**src/design/sdar_consts.vh**
```
`ifndef SDAR_CONSTS_VH
`define SDAR_CONSTS_VH
// Register offsets on the special function register port
`define SDAR_OFS_DATA 8'hC2
`define SDAR_OFS_ADDR 8'hC3
// Reset values
`define SDAR_DATA_RST 8'h00
`define SDAR_ADDR_RST 8'h00
// Field positions
`define SDAR_GC_BIT 0
`define SDAR_EVENT_BIT 3
// General call address
`define SDAR_GC_ADDR 7'h00
// Default clock-high timeout in microseconds and system clock in MHz
`define SDAR_THIGH_US 50
`define SDAR_CLK_MHZ 125
`define SDAR_THIGH_CYC (`SDAR_THIGH_US * `SDAR_CLK_MHZ)
`endif

```
**src/design/sdar_fifo.v**
```verilog
`timescale 1ns/1ps
`default_nettype none
module sdar_fifo #(
    parameter WIDTH = 8,
    parameter DEPTH = 8,
    parameter AW = 3
) (
    input wire sys_clk,
    input wire reset,
    input wire in_valid,
    output wire in_ready,
    input wire [WIDTH-1:0] in_data,
    output wire out_valid,
    input wire out_ready,
    output wire [WIDTH-1:0] out_data
);
    // Depth and last index as sized constants, so no bit-select of an untyped parameter is needed
    localparam [AW:0] DEPTH_W = DEPTH;
    localparam [AW:0] LAST_W = DEPTH - 1;
    reg [WIDTH-1:0] mem_q [0:DEPTH-1];
    reg [AW-1:0] wr_q;
    reg [AW-1:0] rd_q;
    reg [AW:0] cnt_q;
    wire push;
    wire pop;

    // Full and empty come straight from the occupancy count
    assign in_ready = (cnt_q != DEPTH_W);
    assign out_valid = (cnt_q != {(AW+1){1'b0}});
    assign out_data = mem_q[rd_q];
    assign push = in_valid && in_ready;
    assign pop = out_valid && out_ready;

    // Pointers wrap at the depth, which need not be a power of two
    always @(posedge sys_clk) begin
        if (reset) begin
            wr_q <= {AW{1'b0}};
            rd_q <= {AW{1'b0}};
            cnt_q <= {(AW+1){1'b0}};
        end else begin
            if (push) begin
                mem_q[wr_q] <= in_data;
                wr_q <= ({1'b0, wr_q} == LAST_W) ? {AW{1'b0}} : wr_q + 1'b1;
            end
            if (pop) begin
                rd_q <= ({1'b0, rd_q} == LAST_W) ? {AW{1'b0}} : rd_q + 1'b1;
            end
            if (push && !pop) begin
                cnt_q <= cnt_q + 1'b1;
            end else if (pop && !push) begin
                cnt_q <= cnt_q - 1'b1;
            end
        end
    end
endmodule
`default_nettype wire

```
**src/design/sdar_top.v**
```verilog
// What this block does
// - No shift starts while the serial event flag is set; software writes to the data register still land.
// - Bytes go onto the bus most significant bit first.
// - First received bit ends up in bit 7 of the data register.
// - Bus level is shifted in while shifting out; register keeps bus byte.
// - Lost arbitration turns master transmitter into slave receiver, data kept.
// - Own address register holds the 7-bit slave address in bits 7 to 1.
// - Address bit 0 set enables recognition of general call address zero.
// - Own address register is ignored while operating as bus master.
// - Both registers are read/write and reset to zero.
// - Clock-high timeout reported only while free-timeout enable is set.
`timescale 1ns/1ps
`default_nettype none
`include "sdar_consts.vh"
module sdar_top #(
    parameter THIGH_CYC = `SDAR_THIGH_CYC,
    parameter FIFO_DEPTH = 8
) (
    input wire sys_clk,
    input wire reset,
    input wire [7:0] sfr_addr,
    input wire sfr_wr,
    input wire sfr_rd,
    input wire [7:0] sfr_wdata,
    output reg [7:0] sfr_rdata,
    input wire [7:0] serial_control_reg,
    input wire master_mode,
    input wire free_timeout_enable,
    input wire tx_start,
    input wire rx_start,
    input wire addr_phase,
    input wire scl_in,
    input wire sda_in,
    output reg sda_out,
    output reg sda_oe,
    output reg byte_done,
    output reg arb_lost,
    output reg addr_match,
    output reg gc_match,
    output reg timeout,
    output reg [7:0] rx_byte,
    output reg rx_valid,
    input wire rx_ready
);
    localparam ST_IDLE = 2'd0;
    localparam ST_SHIFT = 2'd1;
    localparam ST_DONE = 2'd2;

    reg [7:0] serial_data_byte_q;
    reg [7:0] own_slave_address_q;
    reg [1:0] state_q;
    reg [3:0] bit_cnt_q;
    reg tx_mode_q;
    reg scl_s1_q, scl_s2_q, scl_s3_q;
    reg sda_s1_q, sda_s2_q;
    reg [31:0] high_cnt_q;
    wire scl_rise;
    wire scl_fall;
    wire serial_event;
    wire [6:0] slave_address_bits;
    wire general_call_enable;
    wire fifo_in_ready;
    wire fifo_out_valid;
    wire [7:0] fifo_out_data;
    reg fifo_push_q;
    reg [7:0] fifo_wdata_q;

    assign serial_event = serial_control_reg[`SDAR_EVENT_BIT];
    assign slave_address_bits = own_slave_address_q[7:1];
    assign general_call_enable = own_slave_address_q[`SDAR_GC_BIT];

    // Pin synchronisers; the third stage is only for edge finding
    always @(posedge sys_clk) begin
        if (reset) begin
            scl_s1_q <= 1'b1;
            scl_s2_q <= 1'b1;
            scl_s3_q <= 1'b1;
            sda_s1_q <= 1'b1;
            sda_s2_q <= 1'b1;
        end else begin
            scl_s1_q <= scl_in;
            scl_s2_q <= scl_s1_q;
            scl_s3_q <= scl_s2_q;
            sda_s1_q <= sda_in;
            sda_s2_q <= sda_s1_q;
        end
    end
    assign scl_rise = scl_s2_q && !scl_s3_q;
    assign scl_fall = !scl_s2_q && scl_s3_q;

    // Shift engine and register writes; data register writes lose to a running shift, address register writes always land
    always @(posedge sys_clk) begin
        if (reset) begin
            serial_data_byte_q <= `SDAR_DATA_RST;
            own_slave_address_q <= `SDAR_ADDR_RST;
            state_q <= ST_IDLE;
            bit_cnt_q <= 4'd0;
            tx_mode_q <= 1'b0;
            sda_out <= 1'b1;
            sda_oe <= 1'b0;
            byte_done <= 1'b0;
            arb_lost <= 1'b0;
            addr_match <= 1'b0;
            gc_match <= 1'b0;
            fifo_push_q <= 1'b0;
            fifo_wdata_q <= 8'h00;
        end else begin
            byte_done <= 1'b0;
            arb_lost <= 1'b0;
            fifo_push_q <= 1'b0;
            if (sfr_wr && sfr_addr == `SDAR_OFS_ADDR) begin
                own_slave_address_q <= sfr_wdata;
            end
            case (state_q)
                ST_IDLE: begin
                    // no shifting while event flag set
                    if (sfr_wr && sfr_addr == `SDAR_OFS_DATA) begin
                        serial_data_byte_q <= sfr_wdata;
                    end else if (!serial_event && (tx_start || rx_start)) begin
                        state_q <= ST_SHIFT;
                        bit_cnt_q <= 4'd0;
                        tx_mode_q <= tx_start;
                        addr_match <= 1'b0;
                        gc_match <= 1'b0;
                        sda_out <= tx_start ? serial_data_byte_q[7] : 1'b1;
                        sda_oe <= tx_start && !serial_data_byte_q[7];
                    end
                end
                ST_SHIFT: begin
                    if (scl_rise) begin
                        // sample into LSB, first bit reaches bit 7
                        serial_data_byte_q <= {serial_data_byte_q[6:0], sda_s2_q};
                        bit_cnt_q <= bit_cnt_q + 4'd1;
                        // lost arbitration, keep shifting as receiver
                        if (tx_mode_q && sda_out && !sda_s2_q) begin
                            tx_mode_q <= 1'b0;
                            arb_lost <= 1'b1;
                            sda_oe <= 1'b0;
                            sda_out <= 1'b1;
                        end
                    end else if (scl_fall && bit_cnt_q != 4'd0) begin
                        if (bit_cnt_q == 4'd8) begin
                            state_q <= ST_DONE;
                            sda_oe <= 1'b0;
                            sda_out <= 1'b1;
                        end else if (tx_mode_q) begin
                            sda_out <= serial_data_byte_q[7];
                            sda_oe <= !serial_data_byte_q[7];
                        end
                    end
                end
                ST_DONE: begin
                    state_q <= ST_IDLE;
                    byte_done <= 1'b1;
                    fifo_push_q <= fifo_in_ready;
                    fifo_wdata_q <= serial_data_byte_q;
                    // compare 7 address bits, slave only
                    if (addr_phase && !master_mode) begin
                        addr_match <= (serial_data_byte_q[7:1] == slave_address_bits);
                        gc_match <= general_call_enable && (serial_data_byte_q[7:1] == `SDAR_GC_ADDR);
                    end
                end
                default: state_q <= ST_IDLE;
            endcase
        end
    end

    // clock-high timer, gated by free-timeout enable
    always @(posedge sys_clk) begin
        if (reset) begin
            high_cnt_q <= 32'd0;
            timeout <= 1'b0;
        end else if (!free_timeout_enable || !scl_s2_q) begin
            high_cnt_q <= 32'd0;
            timeout <= 1'b0;
        end else if (high_cnt_q >= THIGH_CYC) begin
            timeout <= 1'b1;
        end else begin
            high_cnt_q <= high_cnt_q + 32'd1;
        end
    end

    // Register read port, unmapped offsets read zero
    always @(posedge sys_clk) begin
        if (reset) begin
            sfr_rdata <= 8'h00;
        end else if (sfr_rd && sfr_addr == `SDAR_OFS_DATA) begin
            sfr_rdata <= serial_data_byte_q;
        end else if (sfr_rd && sfr_addr == `SDAR_OFS_ADDR) begin
            sfr_rdata <= own_slave_address_q;
        end else begin
            sfr_rdata <= 8'h00;
        end
    end

    // Received bytes stream through the FIFO; a full FIFO drops the copy only
    sdar_fifo #(.WIDTH(8), .DEPTH(FIFO_DEPTH), .AW(3)) u_fifo (
        .sys_clk(sys_clk),
        .reset(reset),
        .in_valid(fifo_push_q),
        .in_ready(fifo_in_ready),
        .in_data(fifo_wdata_q),
        .out_valid(fifo_out_valid),
        .out_ready(rx_ready && (!rx_valid || rx_ready)),
        .out_data(fifo_out_data)
    );

    // Output stage register so the stream port comes from flip-flops
    always @(posedge sys_clk) begin
        if (reset) begin
            rx_valid <= 1'b0;
            rx_byte <= 8'h00;
        end else begin
            rx_valid <= fifo_out_valid && rx_ready;
            rx_byte <= fifo_out_data;
        end
    end
endmodule
`default_nettype wire

```
**config.mk**
```make
export PLATFORM = sky130hd
export DESIGN_NAME = sdar_top
export DESIGN_NICKNAME = d
export VERILOG_FILES = /design/src/design/sdar_fifo.v /design/src/design/sdar_top.v
export VERILOG_INCLUDE_DIRS = /design/src /design/src/design
export SDC_FILE = /design/constraint.sdc
export NUM_CORES = 1
export LEC_CHECK = 0
export ABC_CLOCK_PERIOD_IN_PS = 4850
export BUFFER_PORTS_ARGS = -buffer_cell sky130_fd_sc_hd__buf_2
export CAP_MARGIN = 20
export CELL_PAD_IN_SITES_DETAIL_PLACEMENT = 1
export CELL_PAD_IN_SITES_GLOBAL_PLACEMENT = 1
export CORE_MARGIN = 5
export CORE_UTILIZATION = 52
export DETAILED_ROUTE_END_ITERATION = 8
export GPL_TIMING_DRIVEN = 0
export PLACE_DENSITY = 0.87
export SLEW_MARGIN = 10
export SYNTH_ARGS = -nofsm -noshare
export SYNTH_HDL_FRONTEND = slang
export SYNTH_SLANG_ARGS = --single-unit
```
**constraint.sdc**
```tcl
create_clock -name sys_clk -period 4.85 [get_ports sys_clk]
set_input_delay 0.485 -clock sys_clk [delete_from_list [all_inputs] [get_ports sys_clk]]
set_output_delay 0.485 -clock sys_clk [all_outputs]
set_load 0.01 [all_outputs]
```
==> impl_metrics.toml, run 1 <==
[setup_path]
worstSetupPathType = "reg -> reg"
critical_path.max_fanout = 7
required_ns = 5.20
end_kind = "flip-flop"
reg2reg_depth = 9
critPathArrivalTime_ns = 3.24
cp-start-kind = "flip-flop"

[clock_tree]
postCtsSetupBuffers = 0
clk_latency_ns = 0.42
cts_sinks = 167
cts.clk_slew.worst_paths_ns = 0.06
numCtsBuffers = 17
cts_buffer_depth = 2
cts_resized = 0
cts_tree = "built"
htreeDepth = 4
cts_root_buf = "clkbuf_16"
cts_hold_buf = 0

[synthesis]
ys_async_sr_fraction_pct = 0
synth_edf_count = 64
yosys_warnings = 0
synth-seq-cells = 167
synthesis.area_um2 = 6630
synthFlopType = "dfxtp_1"
synth_nets = 582
synth.avg_cell_area_um2 = 12.4
ys_seq_area_share_pct = 60.1
synthCells = 534
synth_cell_types = 55

[drt]
post_drt_via_cell_ratio = 5.58
drc_errors = 0
ant_nets = 0
wire_per_inst_um = 19.0
first_pass_iters = 4
routed_wl_mm = 15.0
vias = 4395
dr.first_iter.drc_count = 237

[global_route]
antenna_found_initial = 0
grt_util_all_layers_pct = 21.3
grt_max_degree = 17
grt_pass1_vias = 4662
grt_pass1_wl_mm = 24.5
globalRouteOverflowTotal = 0

[place]
post-place-ws_ns = 2.01
gp_congestion = 0.822
dp_hpwl_mm = 10.6
io_buffer_count = 51

[sta]
finClkSkew_ns = 0.00518
worst_pin_slew_ns = 0.860
drv_slew = 0
slew_headroom_pct = 42.4
fin_crit_ns = 2.89
max_freq_ghz = 0.347
whs_ns = 0.246
final.period_utilization_pct = 59.5
hold_viol = 0
rsz0062_at_grt = "false"
setup_tns_ns = 0
fin_ws_ns = 1.96
setup_violations = 0

[outcome]
outcome = "finished, final reports clean"

[run]
maxCapViolations = 0

[power_and_ir_drop]
powerDensity_nw_per_um2 = 402
ir_drop_mv = 0.242
power_leakage_nw = 2.88

[layout]
drive_gt1_share_pct = 20.3
layout-area-overhead-vs-synth_pct = 15.4
layout_common_cells = "dfxtp_1, nor2_1, edfxtp_1"
nNetsFinal = 652
diodes = 0
final_common_cell = "dfxtp_1"

[min_path]
hold_class = "in -> reg"
hold_path_depth = 2

[floorplanning]
ios = 60
die_y_um = 123
rows = 41
core_um2 = 12600
die_w_um = 123
dieArea_um2 = 15100
start_util_pct = 52.7
==> through the flow <==
step	instance area [um^2]	cells	total power, W	util (%)
5_1_grt	7650	788	0.00319	60.8
4_1_cts	7640	788	0.00309	60.8
3_5_place_dp	7100	757	0.00185	56.5
3_3_place_gp	7100	757	0.00183	56.5
2_1_floorplan	6630	534	0.00176	-
6_report	7650	788	0.00307	60.8
==> Yosys cell counts (5+ instances only) <==
cell type | number | area [um^2]
a211oi_1 | 12 | 90.1
mux4_2 | 16 | 360
nand3_1 | 10 | 50.1
nor4_2 | 5 | 62.6
dfxtp_1 | 103 | 2060
nor2_1 | 66 | 248
edfxtp_1 | 64 | 1920
a21oi_1 | 27 | 135
inv_1 | 9 | 33.8
xnor2_1 | 15 | 131
ha_1 | 11 | 138
nand2_1 | 34 | 128
nand4_1 | 5 | 31.3
clkbuf_1 | 17 | 63.8
nor3_1 | 9 | 45.0
or3_1 | 5 | 31.3
mux2i_1 | 36 | 360
and2_1 | 21 | 131
or2_2 | 6 | 37.5
==> critical path: stages, from the launching register on <==
cell and delay [ns]:
dfxtp_1 0.38, o41ai_2 0.80, ha_1 0.31, inv_1 0.10, ha_1 0.29, a21o_1 0.19
a21oi_1 0.20, xnor2_1 0.10, or3_1 0.31, a21oi_1 0.14
==> path summary, 6_finish.rpt <==
| path | start | to | slack, ns |
|---|---|---|---|
| min reg2reg | sda_s1_q | sda_s2_q | 0.41 |
| max reg2reg | u_fifo.cnt_q[0] | u_fifo.cnt_q[3] | 1.96 |
| max | u_fifo.cnt_q[0] | u_fifo.cnt_q[3] | 1.96 |
| min | scl_in | scl_s1_q | 0.25 |
==> kinds of logic after synthesis <==
family / synth area share [%]
AO/OA/AOI/OAI: 7.14
XOR/XNOR: 2.38
adder cells (fa/ha/maj): 2.38
buffers and inverters: 1.83
flip-flops: 60.1
multiplexers: 11.0
AND/OR/NAND/NOR: 15.1
==> power breakdown <==
group / total (W) / leakage, nW / internal, W / switching (W)
Sequential: 0.00151 / 1.43 / 0.00148 / 0.0000304
Combinational: 0.000317 / 1.19 / 0.000150 / 0.000167
Clock: 0.00125 / 0.263 / 0.000725 / 0.000521
Total: 0.00307 / 2.88 / 0.00235 / 0.000718
==> sequential cells by signal, summed over array words and instances (netlist names), 8 cells and up <==
signal	flops
serial_data_byte_q	8
u_fifo.mem_q	64
fifo_wdata_q	8
sfr_rdata	8
high_cnt_q	32
own_slave_address_q	8
rx_byte	8
==> routing by layer <==
layer / GRT usage (%) / wire, um / vias up
li1: - / - / 2086
met1: 26.1 / 6510 / 2180
met2: 37.0 / 7600 / 103
met3: 4.61 / 614 / 26
met4: 7.63 / 278 / 0
met5: 0 / 0 / -
==> layout make-up <==
class,count,area [um^2]
inverter,9,33.8
multi-input combinational,336,2530
tap,172,215
clock buffer,22,464
timing repair buffer,51,255
sequential,167,3980
clock inverter,9,77.6
fill,1305,4920
buffer,22,87.6
No activity file was read; power rests on OpenSTA's default activity.
==> run 2, diff against run 1 <==
- ABC_AREA: default -> 1
- ABC_CLOCK_PERIOD_IN_PS: 4850 -> 2800
- CORE_UTILIZATION: 52 -> 45
- PLACE_DENSITY: 0.87 -> 0.81
- clock period: 4.85 -> 2.8 ns (I/O delays scaled with it)
==> impl_metrics.toml, run 2 <==
[synthesis]
yosysTopAreaCellShare_pct = 29.2
synthFlopType = "dfxtp_1"
synthesis.area_um2 = 7050
synth.avg_cell_area_um2 = 8.60
post-synth-top-count-cell = "nor2_1"
ys_seq_area_share_pct = 56.5
yosys_warnings = 0
synthCells = 820
synth_nets = 868
ys_async_sr_fraction_pct = 0
synth_edf_count = 64
synth_top_area_cell = "dfxtp_1"
synth_common_cells = "nor2_1, nand2_1, dfxtp_1"
synth_cell_types = 37
synth-seq-cells = 167
synth_top_cells_by_area = "dfxtp_1, edfxtp_1, nor2_1"

[layout]
fin_area_um2 = 8180
final_common_cell = "nor2_1"
layout-area-overhead-vs-synth_pct = 16.0
layout_common_cells = "nor2_1, nand2_1, dfxtp_1"
nNetsFinal = 937
multi_input_area_um2 = 2630
seq_area_um2 = 3980
fillers = 1873
drive_gt1_share_pct = 13.4
largestRegisters = "u_fifo.mem_q x64, high_cnt_q x32"
diodes = 0
regMostFlops = "u_fifo.mem_q"
largest_register_ffs = 64

[sta]
rsz0062_at_grt = "false"
setup_tns_ns = 0
fin_crit_ns = 2.48
finClkSkew_ns = 0.00949
max_freq_ghz = 0.403
drv_slew = 0
setup_violations = 0
slew_headroom_pct = 40.2
final.period_utilization_pct = 88.6
worst_pin_slew_ns = 0.894
hold_viol = 0

[clock_tree]
cts_root_buf = "clkbuf_16"
cts.clk_slew.worst_paths_ns = 0.06
cts_resized = 0
postCtsSetupBuffers = 0
htreeDepth = 4
cts_hold_buf = 0
clk_latency_ns = 0.43
cts_tree = "built"
cts_sinks = 167
numCtsBuffers = 17
cts_buffer_depth = 2

[global_route]
grt_pass1_vias = 6278
grt_pass1_wl_mm = 30.9
antenna_found_initial = 0
grt_max_degree = 17
globalRouteOverflowTotal = 0
grt_util_all_layers_pct = 21.5

[setup_path]
end_kind = "flip-flop"
critical_path.max_fanout = 6
critPathArrivalTime_ns = 2.80
cp-start-kind = "flip-flop"
required_ns = 3.12
worstSetupPathType = "reg -> reg"
reg2reg_depth = 13

[drt]
vias = 5843
ant_nets = 0
routed_wl_mm = 18.8
drc_errors = 0
post_drt_via_cell_ratio = 5.25
dr.first_iter.drc_count = 347
first_pass_iters = 4
wire_per_inst_um = 16.9

[power_and_ir_drop]
power_leakage_nw = 3.21
ir_drop_mv = 0.591
powerDensity_nw_per_um2 = 757

[min_path]
hold_path_depth = 2
hold_class = "in -> reg"

[floorplanning]
core_um2 = 15300
start_util_pct = 46.0
ios = 60
rows = 45
die_y_um = 135
die_w_um = 135
dieArea_um2 = 18300

[outcome]
outcome = "finished, final reports clean"

[place]
placed_cell_area_um2 = 7570
dp_hpwl_mm = 13.3
io_buffer_count = 50
gp_congestion = 0.853

[run]
maxCapViolations = 0
run 2: changes by cell type after synthesis, sizes merged, moves of 10 or more:
cell / change
nor2: +122
nand2: +81
o21ai: +78
inv: +71
nand3: +38
mux2i: -36
and2: -20
a21oi: +17
mux4: -16
a211oi: -12
buf: +10
run 2: per-stage QoR:
stage	instances	hold slack (ns)	util [%]	setup WS, ns	power [W]
after floorplan	820	0.384	-	0.846	0.00343
after global placement	1081	0.400	49.4	0.651	0.00371
after detailed placement	1081	0.414	49.4	0.433	0.00380
after CTS	1113	0.0217	53.4	0.313	0.00623
after global routing	1113	0.0217	53.4	0.172	0.00648
final	1113	0.0354	53.4	0.320	0.00619
run 2: cells by family (layout without fill, tap and decap cells):
logic type | after synthesis | in the layout | share of synthesized area [%]
adders and majority gates | 12 | 12 | 2.24
and+or+nand+nor | 379 | 379 | 22.7
buffers and inverters | 108 | 190 | 6.17
DFF | 167 | 167 | 56.5
AOI/OAI and AO/OA | 139 | 139 | 10.6
xor gates and xnor gates | 15 | 15 | 1.86
run 2: area by class of cell:
cell class | instances | share of cell area, %
Sequential cell | 167 | 48.7
Multi-Input combinational cell | 545 | 32.2
Buffer | 28 | 1.65
Timing Repair Buffer | 50 | 3.06
Clock buffer | 19 | 5.29
Tap cell | 211 | 3.23
Clock inverter | 13 | 2.20
Inverter | 80 | 3.67
run 2: path summary, 6_finish.rpt:
kind,slack [ns],startpoint,to
min,0.04,scl_in,scl_s1_q
max reg2reg,0.32,u_fifo.cnt_q[0],u_fifo.cnt_q[3]
max,0.32,u_fifo.cnt_q[0],u_fifo.cnt_q[3]
min reg2reg,0.42,scl_s1_q,scl_s2_q
run 2: per-layer routing:
metal	routed length [um]	GRT usage (%)	part of all wire (%)	up-vias
met3	808	5.39	4.3	29
met2	9710	38.4	52	137
met5	0	0	0	-
met1	7830	24.7	42	2852
met4	409	8.40	2.2	0
li1	-	-	-	2825
run 2: critical path, stage by stage, from the launching register on:
cell     delay [ns]
dfxtp_1        0.35
nor2_1         0.17
nand3_1        0.12
nand2_1        0.18
inv_1          0.08
ha_1           0.18
inv_1          0.14
ha_1           0.30
a21oi_1        0.17
nand2_1        0.08
o21ai_0        0.32
nand2_1        0.15
nand2_1        0.09
nor2_1         0.04
run 2: report_power, final:
| group | switching (W) | leakage (nW) | internal, W |
|---|---|---|---|
| sequential | 0.0000920 | 1.42 | 0.00265 |
| combinational | 0.000693 | 1.50 | 0.000333 |
| clock | 0.000935 | 0.294 | 0.00149 |
==> run 3, diff against run 2 <==
- REMOVE_ABC_BUFFERS: default -> 1
==> impl_metrics.toml, run 3 (same netlist as run 2, synthesis figures left out) <==
[sta]
rsz0062_at_grt = "false"
worst_pin_slew_ns = 1.04
fin_ws_ns = 0.338
slew_headroom_pct = 30.3
final.period_utilization_pct = 87.9
setup_violations = 0
hold_viol = 0
drv_slew = 0
finClkSkew_ns = 0.00986
max_freq_ghz = 0.406
fin_crit_ns = 2.46

[power_and_ir_drop]
swShare_pct = 26.9
pwr-share-seq_pct = 44.8
p_sw_w = 0.00167
powerDensity_nw_per_um2 = 763
power.internal_w = 0.00455
comb_power_share_pct = 14.4
ir_drop_mv = 0.453
power_leakage_nw = 3.20
power.total_w = 0.00622
clkPwrFrac_pct = 40.8

[drt]
first_pass_iters = 4
wire_per_inst_um = 15.9
post_drt_via_cell_ratio = 5.23
dr.first_iter.drc_count = 321
vias = 5697
drc_errors = 0
routed_wl_mm = 17.3
ant_nets = 0

[setup_path]
worstSetupPathType = "reg -> reg"
worst_r2r_startpoint = "u_fifo.rd_q[0]"
crit_family = "compound AO/OA/AOI/OAI gates"
critPathArrivalTime_ns = 2.74
crit_buf_inv = 2
required_ns = 3.08
slowest_stage = "dfxtp_1"
cp_cell_sequence = "buf_8, inv_1, o21ai_0, o21ai_0, o21ai_0, a31oi_1"
startpoint = "u_fifo.rd_q[0]"
critical_path.max_fanout = 33
critPathMostFrequentCell = "o21ai_0"
cp-start-kind = "flip-flop"
cpPeakStageDelay_ns = 0.76
end_kind = "flip-flop"

[layout]
layout-area-overhead-vs-synth_pct = 15.8
final_common_cell = "nor2_1"
layout_common_cells = "nor2_1, nand2_1, dfxtp_1"
largestRegisters = "u_fifo.mem_q x64, high_cnt_q x32"
nNetsFinal = 914
layout.cells.non_filler = 1090
largest_register_ffs = 64
regMostFlops = "u_fifo.mem_q"
drive_gt1_share_pct = 12.9
diodes = 0

[floorplanning]
dieArea_um2 = 18300
ios = 60
rows = 45
core_um2 = 15300
die_w_um = 135
die_y_um = 135
start_util_pct = 46.0

[place]
place_inst = 1057
post-place-ws_ns = -0.257
io_buffer_count = 52
dp_hpwl_mm = 11.9
gp_congestion = 0.826

[clock_tree]
cts_hold_buf = 0
numCtsBuffers = 17
cts_buffer_depth = 2
clk_latency_ns = 0.43
cts_sinks = 167
htreeDepth = 4
postCtsSetupBuffers = 0
cts_root_buf = "clkbuf_16"
cts_resized = 0
cts.clk_slew.worst_paths_ns = 0.06
cts_tree = "built"

[global_route]
grt_max_degree = 38
grt_pass1_vias = 5961
globalRouteOverflowTotal = 0
antenna_found_initial = 0
grt_util_all_layers_pct = 19.6
grt_pass1_wl_mm = 28.6

[min_path]
hold_start = "sda_in"
hold_class = "in -> reg"

[run]
maxCapViolations = 0

[outcome]
outcome = "finished, final reports clean"
[run 3: cell count changes in the layout (fill, tap and decap cells not counted), moves of 2 or more]
cell,previous run,this run
clkinv_4,3,0
clkbuf_1,15,1
clkbuf_8,0,3
buf_16,0,2
buf_4,2,0
clkbuf_16,17,19
clkinv_2,3,1
inv_4,0,2
buf_2,62,52
[run 3: final timing paths]
kind / endpoint / depth (start not counted) / slack (ns)
setup / recovery: rx_byte[1] / 6 / 0.34
setup reg to reg: rx_byte[1] / 6 / 0.34
hold / removal: sda_s1_q / 2 / 0.03
hold reg to reg: sda_s2_q / 1 / 0.42
[run 3: worst register-to-register path: stages (launching register included)]
cell	delay, ns
dfxtp_1	0.76
buf_8	0.25
inv_1	0.42
o21ai_0	0.39
o21ai_0	0.16
o21ai_0	0.27
a31oi_1	0.08
[run 3: layout make-up]
class | instances | area (um^2)
Tap cell | 211 | 264
Multi-Input combinational cell | 545 | 2630
Inverter | 80 | 300
Clock inverter | 9 | 131
Timing Repair Buffer | 55 | 330
Clock buffer | 23 | 520
Sequential cell | 167 | 3980
Fill cell | 1822 | 7150
[run 3: per-layer routing]
metal / GRT usage (%) / wire length [um] / up-vias
met5: 0 / 0 / -
met4: 7.33 / 303 / 0
met3: 4.49 / 731 / 23
met2: 33.7 / 8630 / 123
met1: 24.0 / 7670 / 2772
li1: - / - / 2779
[run 3: stage by stage]
step,instance area [um^2],hold WS [ns],utilization [%],setup TNS (ns)
after floorplan,6920,0.349,-,0
after global placement,7440,0.392,48.6,-12.82
after detailed placement,7480,0.406,48.9,-4.57
after CTS,8140,0.0204,53.1,0
after global routing,8160,0.0320,53.3,0
final,8160,0.0343,53.3,0
[run 3: power groups by stage]
stage          clock, W  sequential (W)  combinational (W)
5_1_grt         0.00268         0.00281            0.00102
3_3_place_gp          0         0.00285           0.000779
2_1_floorplan         0         0.00284           0.000529
6_report        0.00254         0.00279           0.000897
4_1_cts         0.00258         0.00279           0.000906
3_5_place_dp          0         0.00284           0.000893
